<file path="config.mk">
export PLATFORM = sky130hd
export DESIGN_NAME = kcp_top
export DESIGN_NICKNAME = d
export VERILOG_FILES = /design/src/hdl/kcp_pkg.sv /design/src/hdl/kcp_regfile.sv /design/src/hdl/kcp_divider.sv /design/src/hdl/kcp_top.sv
export SDC_FILE = /design/constraint.sdc
export NUM_CORES = 1
export LEC_CHECK = 0
export BUFFER_PORTS_ARGS = -buffer_cell sky130_fd_sc_hd__buf_2
export CAP_MARGIN = 20
export CORE_MARGIN = 4
export CORE_UTILIZATION = 50
export CTS_BUF_LIST = sky130_fd_sc_hd__clkbuf_4 sky130_fd_sc_hd__clkbuf_8 sky130_fd_sc_hd__clkbuf_16
export DETAILED_ROUTE_END_ITERATION = 12
export PLACE_DENSITY_LB_ADDON = 0.15
export SLEW_MARGIN = 40
export SYNTH_ARGS = -nofsm -noshare
export SYNTH_HDL_FRONTEND = slang
export SYNTH_SLANG_ARGS = --single-unit
</file>
<file path="constraint.sdc">
create_clock -name REF_CLK -period 2.7 [get_ports REF_CLK]
set_input_delay 0.135 -clock REF_CLK [delete_from_list [all_inputs] [get_ports REF_CLK]]
set_output_delay 0.135 -clock REF_CLK [all_outputs]
set_load 0.01 [all_outputs]
</file>
<file path="src/hdl/kcp_pkg.sv">
// Package: register map, field layout and prescaler codes of the kernel clock prescaler
package kcp_pkg;

    // Register byte offsets
    localparam logic [5:0] KCP_OFF_CONTROL_ONE      = 6'h00;
    localparam logic [5:0] KCP_OFF_CONTROL_TWO      = 6'h04;
    localparam logic [5:0] KCP_OFF_CONTROL_THREE    = 6'h08;
    localparam logic [5:0] KCP_OFF_BAUD_RATE        = 6'h0c;
    localparam logic [5:0] KCP_OFF_GUARD_TIME       = 6'h10;
    localparam logic [5:0] KCP_OFF_RECEIVE_TIMEOUT  = 6'h14;
    localparam logic [5:0] KCP_OFF_REQUEST_TRIGGERS = 6'h18;
    localparam logic [5:0] KCP_OFF_STATUS           = 6'h1c;
    localparam logic [5:0] KCP_OFF_FLAG_CLEAR       = 6'h20;
    localparam logic [5:0] KCP_OFF_KERNEL_DIVIDER   = 6'h2c;

    // Field positions and reset values
    localparam int          KCP_ENABLE_BIT   = 0;
    localparam int          KCP_CODE_W       = 4;
    localparam logic [3:0]  KCP_CODE_RESET   = 4'h0;
    localparam logic [3:0]  KCP_CODE_MAX     = 4'hb;
    localparam logic [31:0] KCP_WORD_RESET   = 32'h0000_0000;
    localparam int          KCP_RATIO_W      = 9;
    localparam int          KCP_CNT_W        = 8;

    // AXI4-Lite responses
    localparam logic [1:0]  KCP_RESP_OKAY    = 2'h0;
    localparam logic [1:0]  KCP_RESP_SLVERR  = 2'h2;

    typedef struct packed {
        logic [31:0] data;
        logic [1:0]  resp;
    } kcp_rd_t;

    // Ratio for a 4-bit code; codes above the last defined one act as 256
    function automatic logic [8:0] kcp_ratio(input logic [3:0] code);
        case (code)
            4'h0:    kcp_ratio = 9'h001;
            4'h1:    kcp_ratio = 9'h002;
            4'h2:    kcp_ratio = 9'h004;
            4'h3:    kcp_ratio = 9'h006;
            4'h4:    kcp_ratio = 9'h008;
            4'h5:    kcp_ratio = 9'h00a;
            4'h6:    kcp_ratio = 9'h00c;
            4'h7:    kcp_ratio = 9'h010;
            4'h8:    kcp_ratio = 9'h020;
            4'h9:    kcp_ratio = 9'h040;
            4'ha:    kcp_ratio = 9'h080;
            default: kcp_ratio = 9'h100;
        endcase
    endfunction

endpackage

</file>
<file path="src/hdl/kcp_regfile.sv">
// Register file: word storage for the plain read/write registers of the port
`timescale 1ns/10ps
module kcp_regfile
    import kcp_pkg::*;
#(
    parameter int DEPTH = 16
) (
    input  wire logic                     REF_CLK,
    input  wire logic                     RST_N,
    input  wire logic                     wr_en,
    input  wire logic [$clog2(DEPTH)-1:0] wr_idx,
    input  wire logic [31:0]              wr_data,
    input  wire logic [3:0]               wr_strb,
    input  wire logic [$clog2(DEPTH)-1:0] rd_idx,
    output logic      [31:0]              rd_data
);

    logic [31:0] mem [DEPTH];

    // ----------------------------------------
    // Storage with byte lanes
    // ----------------------------------------
    genvar g;
    generate
        for (g = 0; g < DEPTH; g++) begin : gen_word
            always_ff @(posedge REF_CLK or negedge RST_N) begin
                if (!RST_N) begin
                    mem[g] <= KCP_WORD_RESET;
                end else if (wr_en && wr_idx == g) begin
                    for (int b = 0; b < 4; b++) begin
                        if (wr_strb[b]) begin
                            mem[g][8*b +: 8] <= wr_data[8*b +: 8];
                        end
                    end
                end
            end
        end
    endgenerate

    always_ff @(posedge REF_CLK or negedge RST_N) begin
        if (!RST_N) begin
            rd_data <= KCP_WORD_RESET;
        end else begin
            rd_data <= mem[rd_idx];
        end
    end

endmodule

</file>
<file path="src/hdl/kcp_divider.sv">
// Divider: produces a one-cycle tick every ratio input clock cycles
`timescale 1ns/10ps
module kcp_divider
    import kcp_pkg::*;
(
    input  wire logic                   REF_CLK,
    input  wire logic                   RST_N,
    input  wire logic                   run,
    input  wire logic [KCP_RATIO_W-1:0] ratio,
    output logic                        tick
);

    logic [KCP_CNT_W-1:0] count;
    logic [KCP_CNT_W-1:0] last;

    assign last = KCP_CNT_W'(ratio - 9'h001);

    // Counter restarts when the port is off so each enable begins aligned
    always_ff @(posedge REF_CLK or negedge RST_N) begin
        if (!RST_N) begin
            count <= '0;
            tick  <= 1'b0;
        end else if (!run) begin
            count <= '0;
            tick  <= 1'b0;
        end else if (count >= last) begin
            count <= '0;
            tick  <= 1'b1;
        end else begin
            count <= count + 8'h01;
            tick  <= 1'b0;
        end
    end

endmodule

</file>
<file path="src/hdl/kcp_top.sv">
// Top: kernel clock prescaler of a serial port with its AXI4-Lite register map
//
// Chosen here: the AXI4-Lite interface to the registers.
`timescale 1ns/10ps
module kcp_top
    import kcp_pkg::*;
(
    input  wire logic        REF_CLK,
    input  wire logic        RST_N,
    input  wire logic [5:0]  AWADDR,
    input  wire logic        AWVALID,
    output logic             AWREADY,
    input  wire logic [31:0] WDATA,
    input  wire logic [3:0]  WSTRB,
    input  wire logic        WVALID,
    output logic             WREADY,
    output logic [1:0]       BRESP,
    output logic             BVALID,
    input  wire logic        BREADY,
    input  wire logic [5:0]  ARADDR,
    input  wire logic        ARVALID,
    output logic             ARREADY,
    output logic [31:0]      RDATA,
    output logic [1:0]       RRESP,
    output logic             RVALID,
    input  wire logic        RREADY,
    output logic             BAUD_TICK_TX,
    output logic             BAUD_TICK_RX
);

    typedef enum logic [1:0] {
        KCP_RD_IDLE = 2'b00,
        KCP_RD_MEM  = 2'b01,
        KCP_RD_RESP = 2'b11
    } kcp_rd_state_t;

    logic [5:0]          aw_addr;
    logic                aw_have;
    logic [31:0]         w_data;
    logic [3:0]          w_strb;
    logic                w_have;
    logic                wr_fire;
    logic [KCP_CODE_W-1:0] divider_code;
    logic [31:0]         control_one;
    logic                port_global_enable;
    logic [KCP_RATIO_W-1:0] ratio;
    logic                tick;
    kcp_rd_state_t       rd_state;
    logic [5:0]          ar_addr;
    kcp_rd_t             rd_word;
    logic [31:0]         mem_rd_data;
    logic                rf_wr_en;
    logic [3:0]          rf_rd_idx;

    // ----------------------------------------
    // Address decode
    // ----------------------------------------
    function automatic logic kcp_is_mem(input logic [5:0] a);
        kcp_is_mem = (a == KCP_OFF_CONTROL_ONE) || (a == KCP_OFF_CONTROL_TWO) ||
                     (a == KCP_OFF_CONTROL_THREE) || (a == KCP_OFF_BAUD_RATE) ||
                     (a == KCP_OFF_GUARD_TIME) || (a == KCP_OFF_RECEIVE_TIMEOUT);
    endfunction

    function automatic logic kcp_is_mapped(input logic [5:0] a);
        kcp_is_mapped = kcp_is_mem(a) || (a == KCP_OFF_REQUEST_TRIGGERS) ||
                        (a == KCP_OFF_STATUS) || (a == KCP_OFF_FLAG_CLEAR) ||
                        (a == KCP_OFF_KERNEL_DIVIDER);
    endfunction

    // ----------------------------------------
    // Write channel
    // ----------------------------------------
    assign AWREADY = !aw_have && !BVALID;
    assign WREADY  = !w_have && !BVALID;
    assign wr_fire = aw_have && w_have && !BVALID;

    always_ff @(posedge REF_CLK or negedge RST_N) begin
        if (!RST_N) begin
            aw_have <= 1'b0;
            aw_addr <= '0;
        end else if (AWVALID && AWREADY) begin
            aw_have <= 1'b1;
            aw_addr <= {AWADDR[5:2], 2'b00};
        end else if (wr_fire) begin
            aw_have <= 1'b0;
        end
    end

    always_ff @(posedge REF_CLK or negedge RST_N) begin
        if (!RST_N) begin
            w_have <= 1'b0;
            w_data <= '0;
            w_strb <= '0;
        end else if (WVALID && WREADY) begin
            w_have <= 1'b1;
            w_data <= WDATA;
            w_strb <= WSTRB;
        end else if (wr_fire) begin
            w_have <= 1'b0;
        end
    end

    always_ff @(posedge REF_CLK or negedge RST_N) begin
        if (!RST_N) begin
            BVALID <= 1'b0;
            BRESP  <= KCP_RESP_OKAY;
        end else if (wr_fire) begin
            BVALID <= 1'b1;
            BRESP  <= kcp_is_mapped(aw_addr) ? KCP_RESP_OKAY : KCP_RESP_SLVERR;
        end else if (BREADY) begin
            BVALID <= 1'b0;
        end
    end

    assign rf_wr_en = wr_fire && kcp_is_mem(aw_addr);

    // Shadow of control word so the enable bit is visible without a memory read
    always_ff @(posedge REF_CLK or negedge RST_N) begin
        if (!RST_N) begin
            control_one <= KCP_WORD_RESET;
        end else if (wr_fire && aw_addr == KCP_OFF_CONTROL_ONE) begin
            for (int b = 0; b < 4; b++) begin
                if (w_strb[b]) begin
                    control_one[8*b +: 8] <= w_data[8*b +: 8];
                end
            end
        end
    end

    assign port_global_enable = control_one[KCP_ENABLE_BIT];

    // ----------------------------------------
    // Prescaler register
    // ----------------------------------------
    // reset undivided
    // upper bits dropped, read as zero
    always_ff @(posedge REF_CLK or negedge RST_N) begin
        if (!RST_N) begin
            divider_code <= KCP_CODE_RESET;
        end else if (wr_fire && aw_addr == KCP_OFF_KERNEL_DIVIDER && w_strb[0] && !port_global_enable) begin
            divider_code <= w_data[KCP_CODE_W-1:0];
        end
    end

    // ----------------------------------------
    // Division
    // ----------------------------------------
    // code to ratio
    // codes above max act as 256
    assign ratio = kcp_ratio(divider_code);

    kcp_divider kcp_divider_i (
        .REF_CLK (REF_CLK),
        .RST_N   (RST_N),
        .run     (port_global_enable),
        .ratio   (ratio),
        .tick    (tick)
    );

    assign BAUD_TICK_TX = tick;
    assign BAUD_TICK_RX = tick;

    // ----------------------------------------
    // Read channel
    // ----------------------------------------
    assign ARREADY = (rd_state == KCP_RD_IDLE);

    always_ff @(posedge REF_CLK or negedge RST_N) begin
        if (!RST_N) begin
            rd_state <= KCP_RD_IDLE;
            ar_addr  <= '0;
        end else begin
            case (rd_state)
                KCP_RD_IDLE: begin
                    if (ARVALID) begin
                        rd_state <= KCP_RD_MEM;
                        ar_addr  <= {ARADDR[5:2], 2'b00};
                    end
                end
                KCP_RD_MEM:  rd_state <= KCP_RD_RESP;
                KCP_RD_RESP: begin
                    if (RREADY) begin
                        rd_state <= KCP_RD_IDLE;
                    end
                end
                default:     rd_state <= KCP_RD_IDLE;
            endcase
        end
    end

    // Index the memory from the bus address while idle, so its registered
    // output already holds the addressed word when the answer is loaded
    assign rf_rd_idx = (rd_state == KCP_RD_IDLE) ? ARADDR[5:2] : ar_addr[5:2];

    kcp_regfile #(.DEPTH(16)) kcp_regfile_i (
        .REF_CLK (REF_CLK),
        .RST_N   (RST_N),
        .wr_en   (rf_wr_en),
        .wr_idx  (aw_addr[5:2]),
        .wr_data (w_data),
        .wr_strb (w_strb),
        .rd_idx  (rf_rd_idx),
        .rd_data (mem_rd_data)
    );

    always_comb begin
        rd_word.data = '0;
        rd_word.resp = KCP_RESP_OKAY;
        if (kcp_is_mem(ar_addr)) begin
            rd_word.data = mem_rd_data;
        end else if (ar_addr == KCP_OFF_KERNEL_DIVIDER) begin
            rd_word.data = {28'h0000000, divider_code};
        end else if (!kcp_is_mapped(ar_addr)) begin
            rd_word.resp = KCP_RESP_SLVERR;
        end
    end

    always_ff @(posedge REF_CLK or negedge RST_N) begin
        if (!RST_N) begin
            RVALID <= 1'b0;
            RDATA  <= '0;
            RRESP  <= KCP_RESP_OKAY;
        end else if (rd_state == KCP_RD_MEM) begin
            RVALID <= 1'b1;
            RDATA  <= rd_word.data;
            RRESP  <= rd_word.resp;
        end else if (RVALID && RREADY) begin
            RVALID <= 1'b0;
        end
    end

    // ----------------------------------------
    // Checks
    // ----------------------------------------
    logic [8:0] gap;
    // Starts at all ones so the first period after enable counts like the rest
    always_ff @(posedge REF_CLK or negedge RST_N) begin
        if (!RST_N) begin
            gap <= 9'h1ff;
        end else if (!port_global_enable) begin
            gap <= 9'h1ff;
        end else if (tick) begin
            gap <= '0;
        end else begin
            gap <= gap + 9'h001;
        end
    end
endmodule

</file>
==> results_dict.tcl <==
set metrics [dict create \
    powerDensity_nw_per_um2 1180 \
    worstSetupPathType "reg2reg" \
    grt_pass1_wl_mm 92.0 \
    power.total_uw 35500 \
    clkSlewWorstSetupHoldPaths_ps 60 \
    num_vias 14817 \
    post-synth-top-count-cell "dfrtp_1" \
    hold_viol 0 \
    slowest_delay_ps 630 \
    fillers 3931 \
    synth_warnings 0 \
    drc 0 \
    setup_slack_ps 73.9 \
    cts_buffers 67 \
    gr-usage-all-layers_pct 20.7 \
    synth_area_per_cell_um2 12.6 \
    cpLargestDelayFamily "compound AO/OA/AOI/OAI gates" \
    vdd_drop_max_v 0.000826 \
    startpoint_type "flip-flop" \
    synthFlopType "dfrtp_1" \
    synth_edf_count 0 \
    grt_start_max_net_pins 97 \
    critPathMostFrequentCell "buf_4" \
    synth_top_area_cell "dfrtp_1" \
    clock_sinks 642 \
    layout.nets 2040 \
    synth_top_area_share_pct 61.3 \
    viasPerCell 5.47 \
    synthCells 2076 \
    start_util_pct 50.7 \
    ios 98 \
    drt_iter0_drc 1104 \
    grt-ovfl-total 0 \
    setup_viol 0 \
    synth_commonest_cells "dfrtp_1 (642), clkbuf_1 (374), mux2_2 (238)" \
    dieWidth_um 237 \
    drive_above_1_share_pct 29.8 \
    grt_setup_unrepaired "false" \
    cts_setup_buffers 0 \
    place_congestion 0.803 \
    seq_area_frac_synth_pct 61.3 \
    crit_required_ps 3230 \
    dieArea_um2 56100 \
    io_buffers 91 \
    hold_class "in2async" \
    yosysUniqueCellTypes 59 \
    htreeDepth 3 \
    crit_fanout 7 \
    crit_path_cell_trace "or3b_2 -> nand2_4 -> buf_12 -> buf_4 -> a211oi_1 -> a2111oi_0 -> buf_4 -> a22o_1" \
    root_buffer "clkbuf_16" \
    clk_path_buf_depth 3 \
    crit_slowest_cell "a2111oi_0" \
    dr.pass1.iters 5 \
    worst_slew_pin_slew_ps 824 \
    hpwl_mm 36.9 \
    clk_latency_ps 590 \
    async_flop_share_pct 100 \
    yosys_register_bits 642 \
    status "completed" \
    grt_pass1_vias 15887 \
    drt_wl_total_mm 57.3 \
    skew_ps 18.7 \
    arrival_ps 3160 \
    die_h_um 237 \
    syn_to_final_growth_pct 14.6 \
    synth.area.top_cells "dfrtp_1 (61%), mux2_2 (10%), mux2i_1 (6.2%), clkbuf_1 (5.4%), o221ai_1 (2.1%)" \
    drv_cap 0 \
    end_kind "flip-flop" \
    relSlewSlack_pct 43.6 \
    final_max_slew_viol_count 0 \
    antenna_found_initial 1 \
    period_minus_slack_ps 2630 \
    core_um2 51600 \
    critPathBufInv 3 \
    syn_area_um2 26200 \
    cts_tree "yes" \
    diodes 0 \
    period_share_pct 97.3 \
    wire_per_inst_um 21.2 \
    rows 83 \
    drtAntennaViolNets 0 \
    clock.fmax_ghz 0.381 \
    place_ws_ps -28.9 \
    leakagePower_uw 0.0150 \
]
[power breakdown]
group	leakage [uW]	switching, uW	internal [uW]
clock network	0.00119	3800	6010
logic	0.00516	7020	5970
registers	0.00868	1430	11300
[per-layer routing]
layer / GRT usage, % / share of wire [%]
met1: 31.1 / 48
met2: 31.5 / 46
met3: 3.35 / 4.4
met4: 5.82 / 1.8
met5: 0 / 0.021
[worst register-to-register path, cell delays in order, from the launching register on]
cell and delay (ps):
dfrtp_1 470, or3b_2 580, nand2_4 160, buf_12 130
buf_4 130, a211oi_1 70, a2111oi_0 630, buf_4 260
a22o_1 140
[registers in the layout, indices dropped and copies added, names as in the netlist, 2 cells and up]
| signal | count |
|---|---|
| aw_addr | 4 |
| kcp_regfile_i.mem | 512 |
| kcp_divider_i.count | 8 |
| RDATA | 32 |
| w_strb | 4 |
| divider_code | 4 |
| w_data | 32 |
| kcp_regfile_i.rd_data | 32 |
| ar_addr | 4 |
| rd_state | 2 |
[repair_timing]
| item | CTS | global route |
|---|---|---|
| gates cloned | 0 | 0 |
| hold buffers | 49 | 0 |
| resized for setup | 4 | 5 |
| endpoints found under the setup margin | 8 | 11 |
| endpoints found under the hold margin | 113 | 0 |
| pin swaps | 0 | 3 |
[layout make-up]
cell class                      instances  area (um2)  area share (%)
Sequential cell                       642       16100            53.5
Multi-Input combinational cell        994        8460            28.2
Timing Repair Buffer                  262        2210            7.36
Clock buffer                           93        2010            6.71
Tap cell                              680         851            2.83
Clock inverter                         29         392            1.30
Inverter                                8        32.5           0.108
[cell usage in the layout, fill, tap and decap left out, types with 4 or more instances in the layout]
master	count
clkbuf_4	7
or3_1	33
a21o_1	38
nand3_1	6
dfrtp_1	642
o21ai_0	41
inv_1	7
mux2i_1	161
clkbuf_8	17
a2111oi_0	21
dlygate4sd3_1	49
nor2_1	16
buf_12	27
a21oi_1	32
o221ai_1	64
mux2_2	238
clkinv_2	11
a22oi_1	4
a211oi_1	62
ha_1	9
a22o_1	32
and3_1	69
clkbuf_16	69
xor2_1	6
a2111oi_1	8
nand2_1	95
buf_2	90
a31oi_4	4
clkinvlp_4	5
buf_4	95
bufinv_16	8
[final timing paths]
check	start	cells after the start	endpoint	slack (ps)
worst max-delay path	rd_state[0]	8	kcp_regfile_i.rd_data[24]	70
max in group asynchronous	RST_N	3	kcp_regfile_i.mem[264]	1580
worst min-delay path	RST_N	2	kcp_regfile_i.mem[443]	140
worst max register to register	rd_state[0]	8	kcp_regfile_i.rd_data[24]	70
worst min register to register	kcp_regfile_i.mem[313]	0	kcp_regfile_i.mem[313]	370
min in group REF_CLK	WVALID	3	w_have	230
[per-stage QoR]
stage | hold slack (ps) | utilization, % | TNS, ps | std cells | instance area, um2
5_1_grt | 190 | 58.2 | 0 | 2708 | 30000
4_1_cts | 159 | 58.1 | 0 | 2708 | 30000
3_3_place_gp | 191 | 52.5 | -267 | 2537 | 27100
6_report | 144 | 58.2 | 0 | 2708 | 30000
2_1_floorplan | -161 | - | 0 | 2077 | 26200
3_5_place_dp | 200 | 52.5 | -66.6 | 2537 | 27100
[cells by family (layout without fill, tap and decap cells)]
group,Yosys count,after routing,synth area share [%]
AO/OA/AOI/OAI,327,327,9.54
multiplexers,402,402,16.5
other,1,2,0.0143
flip-flops,642,642,61.3
XOR/XNOR,9,9,0.301
AND/OR/NAND/NOR,244,244,4.98
adder cells (fa/ha/maj),10,10,0.478
buffers and inverters,441,392,6.84
Power figures use the tool's default switching activity.
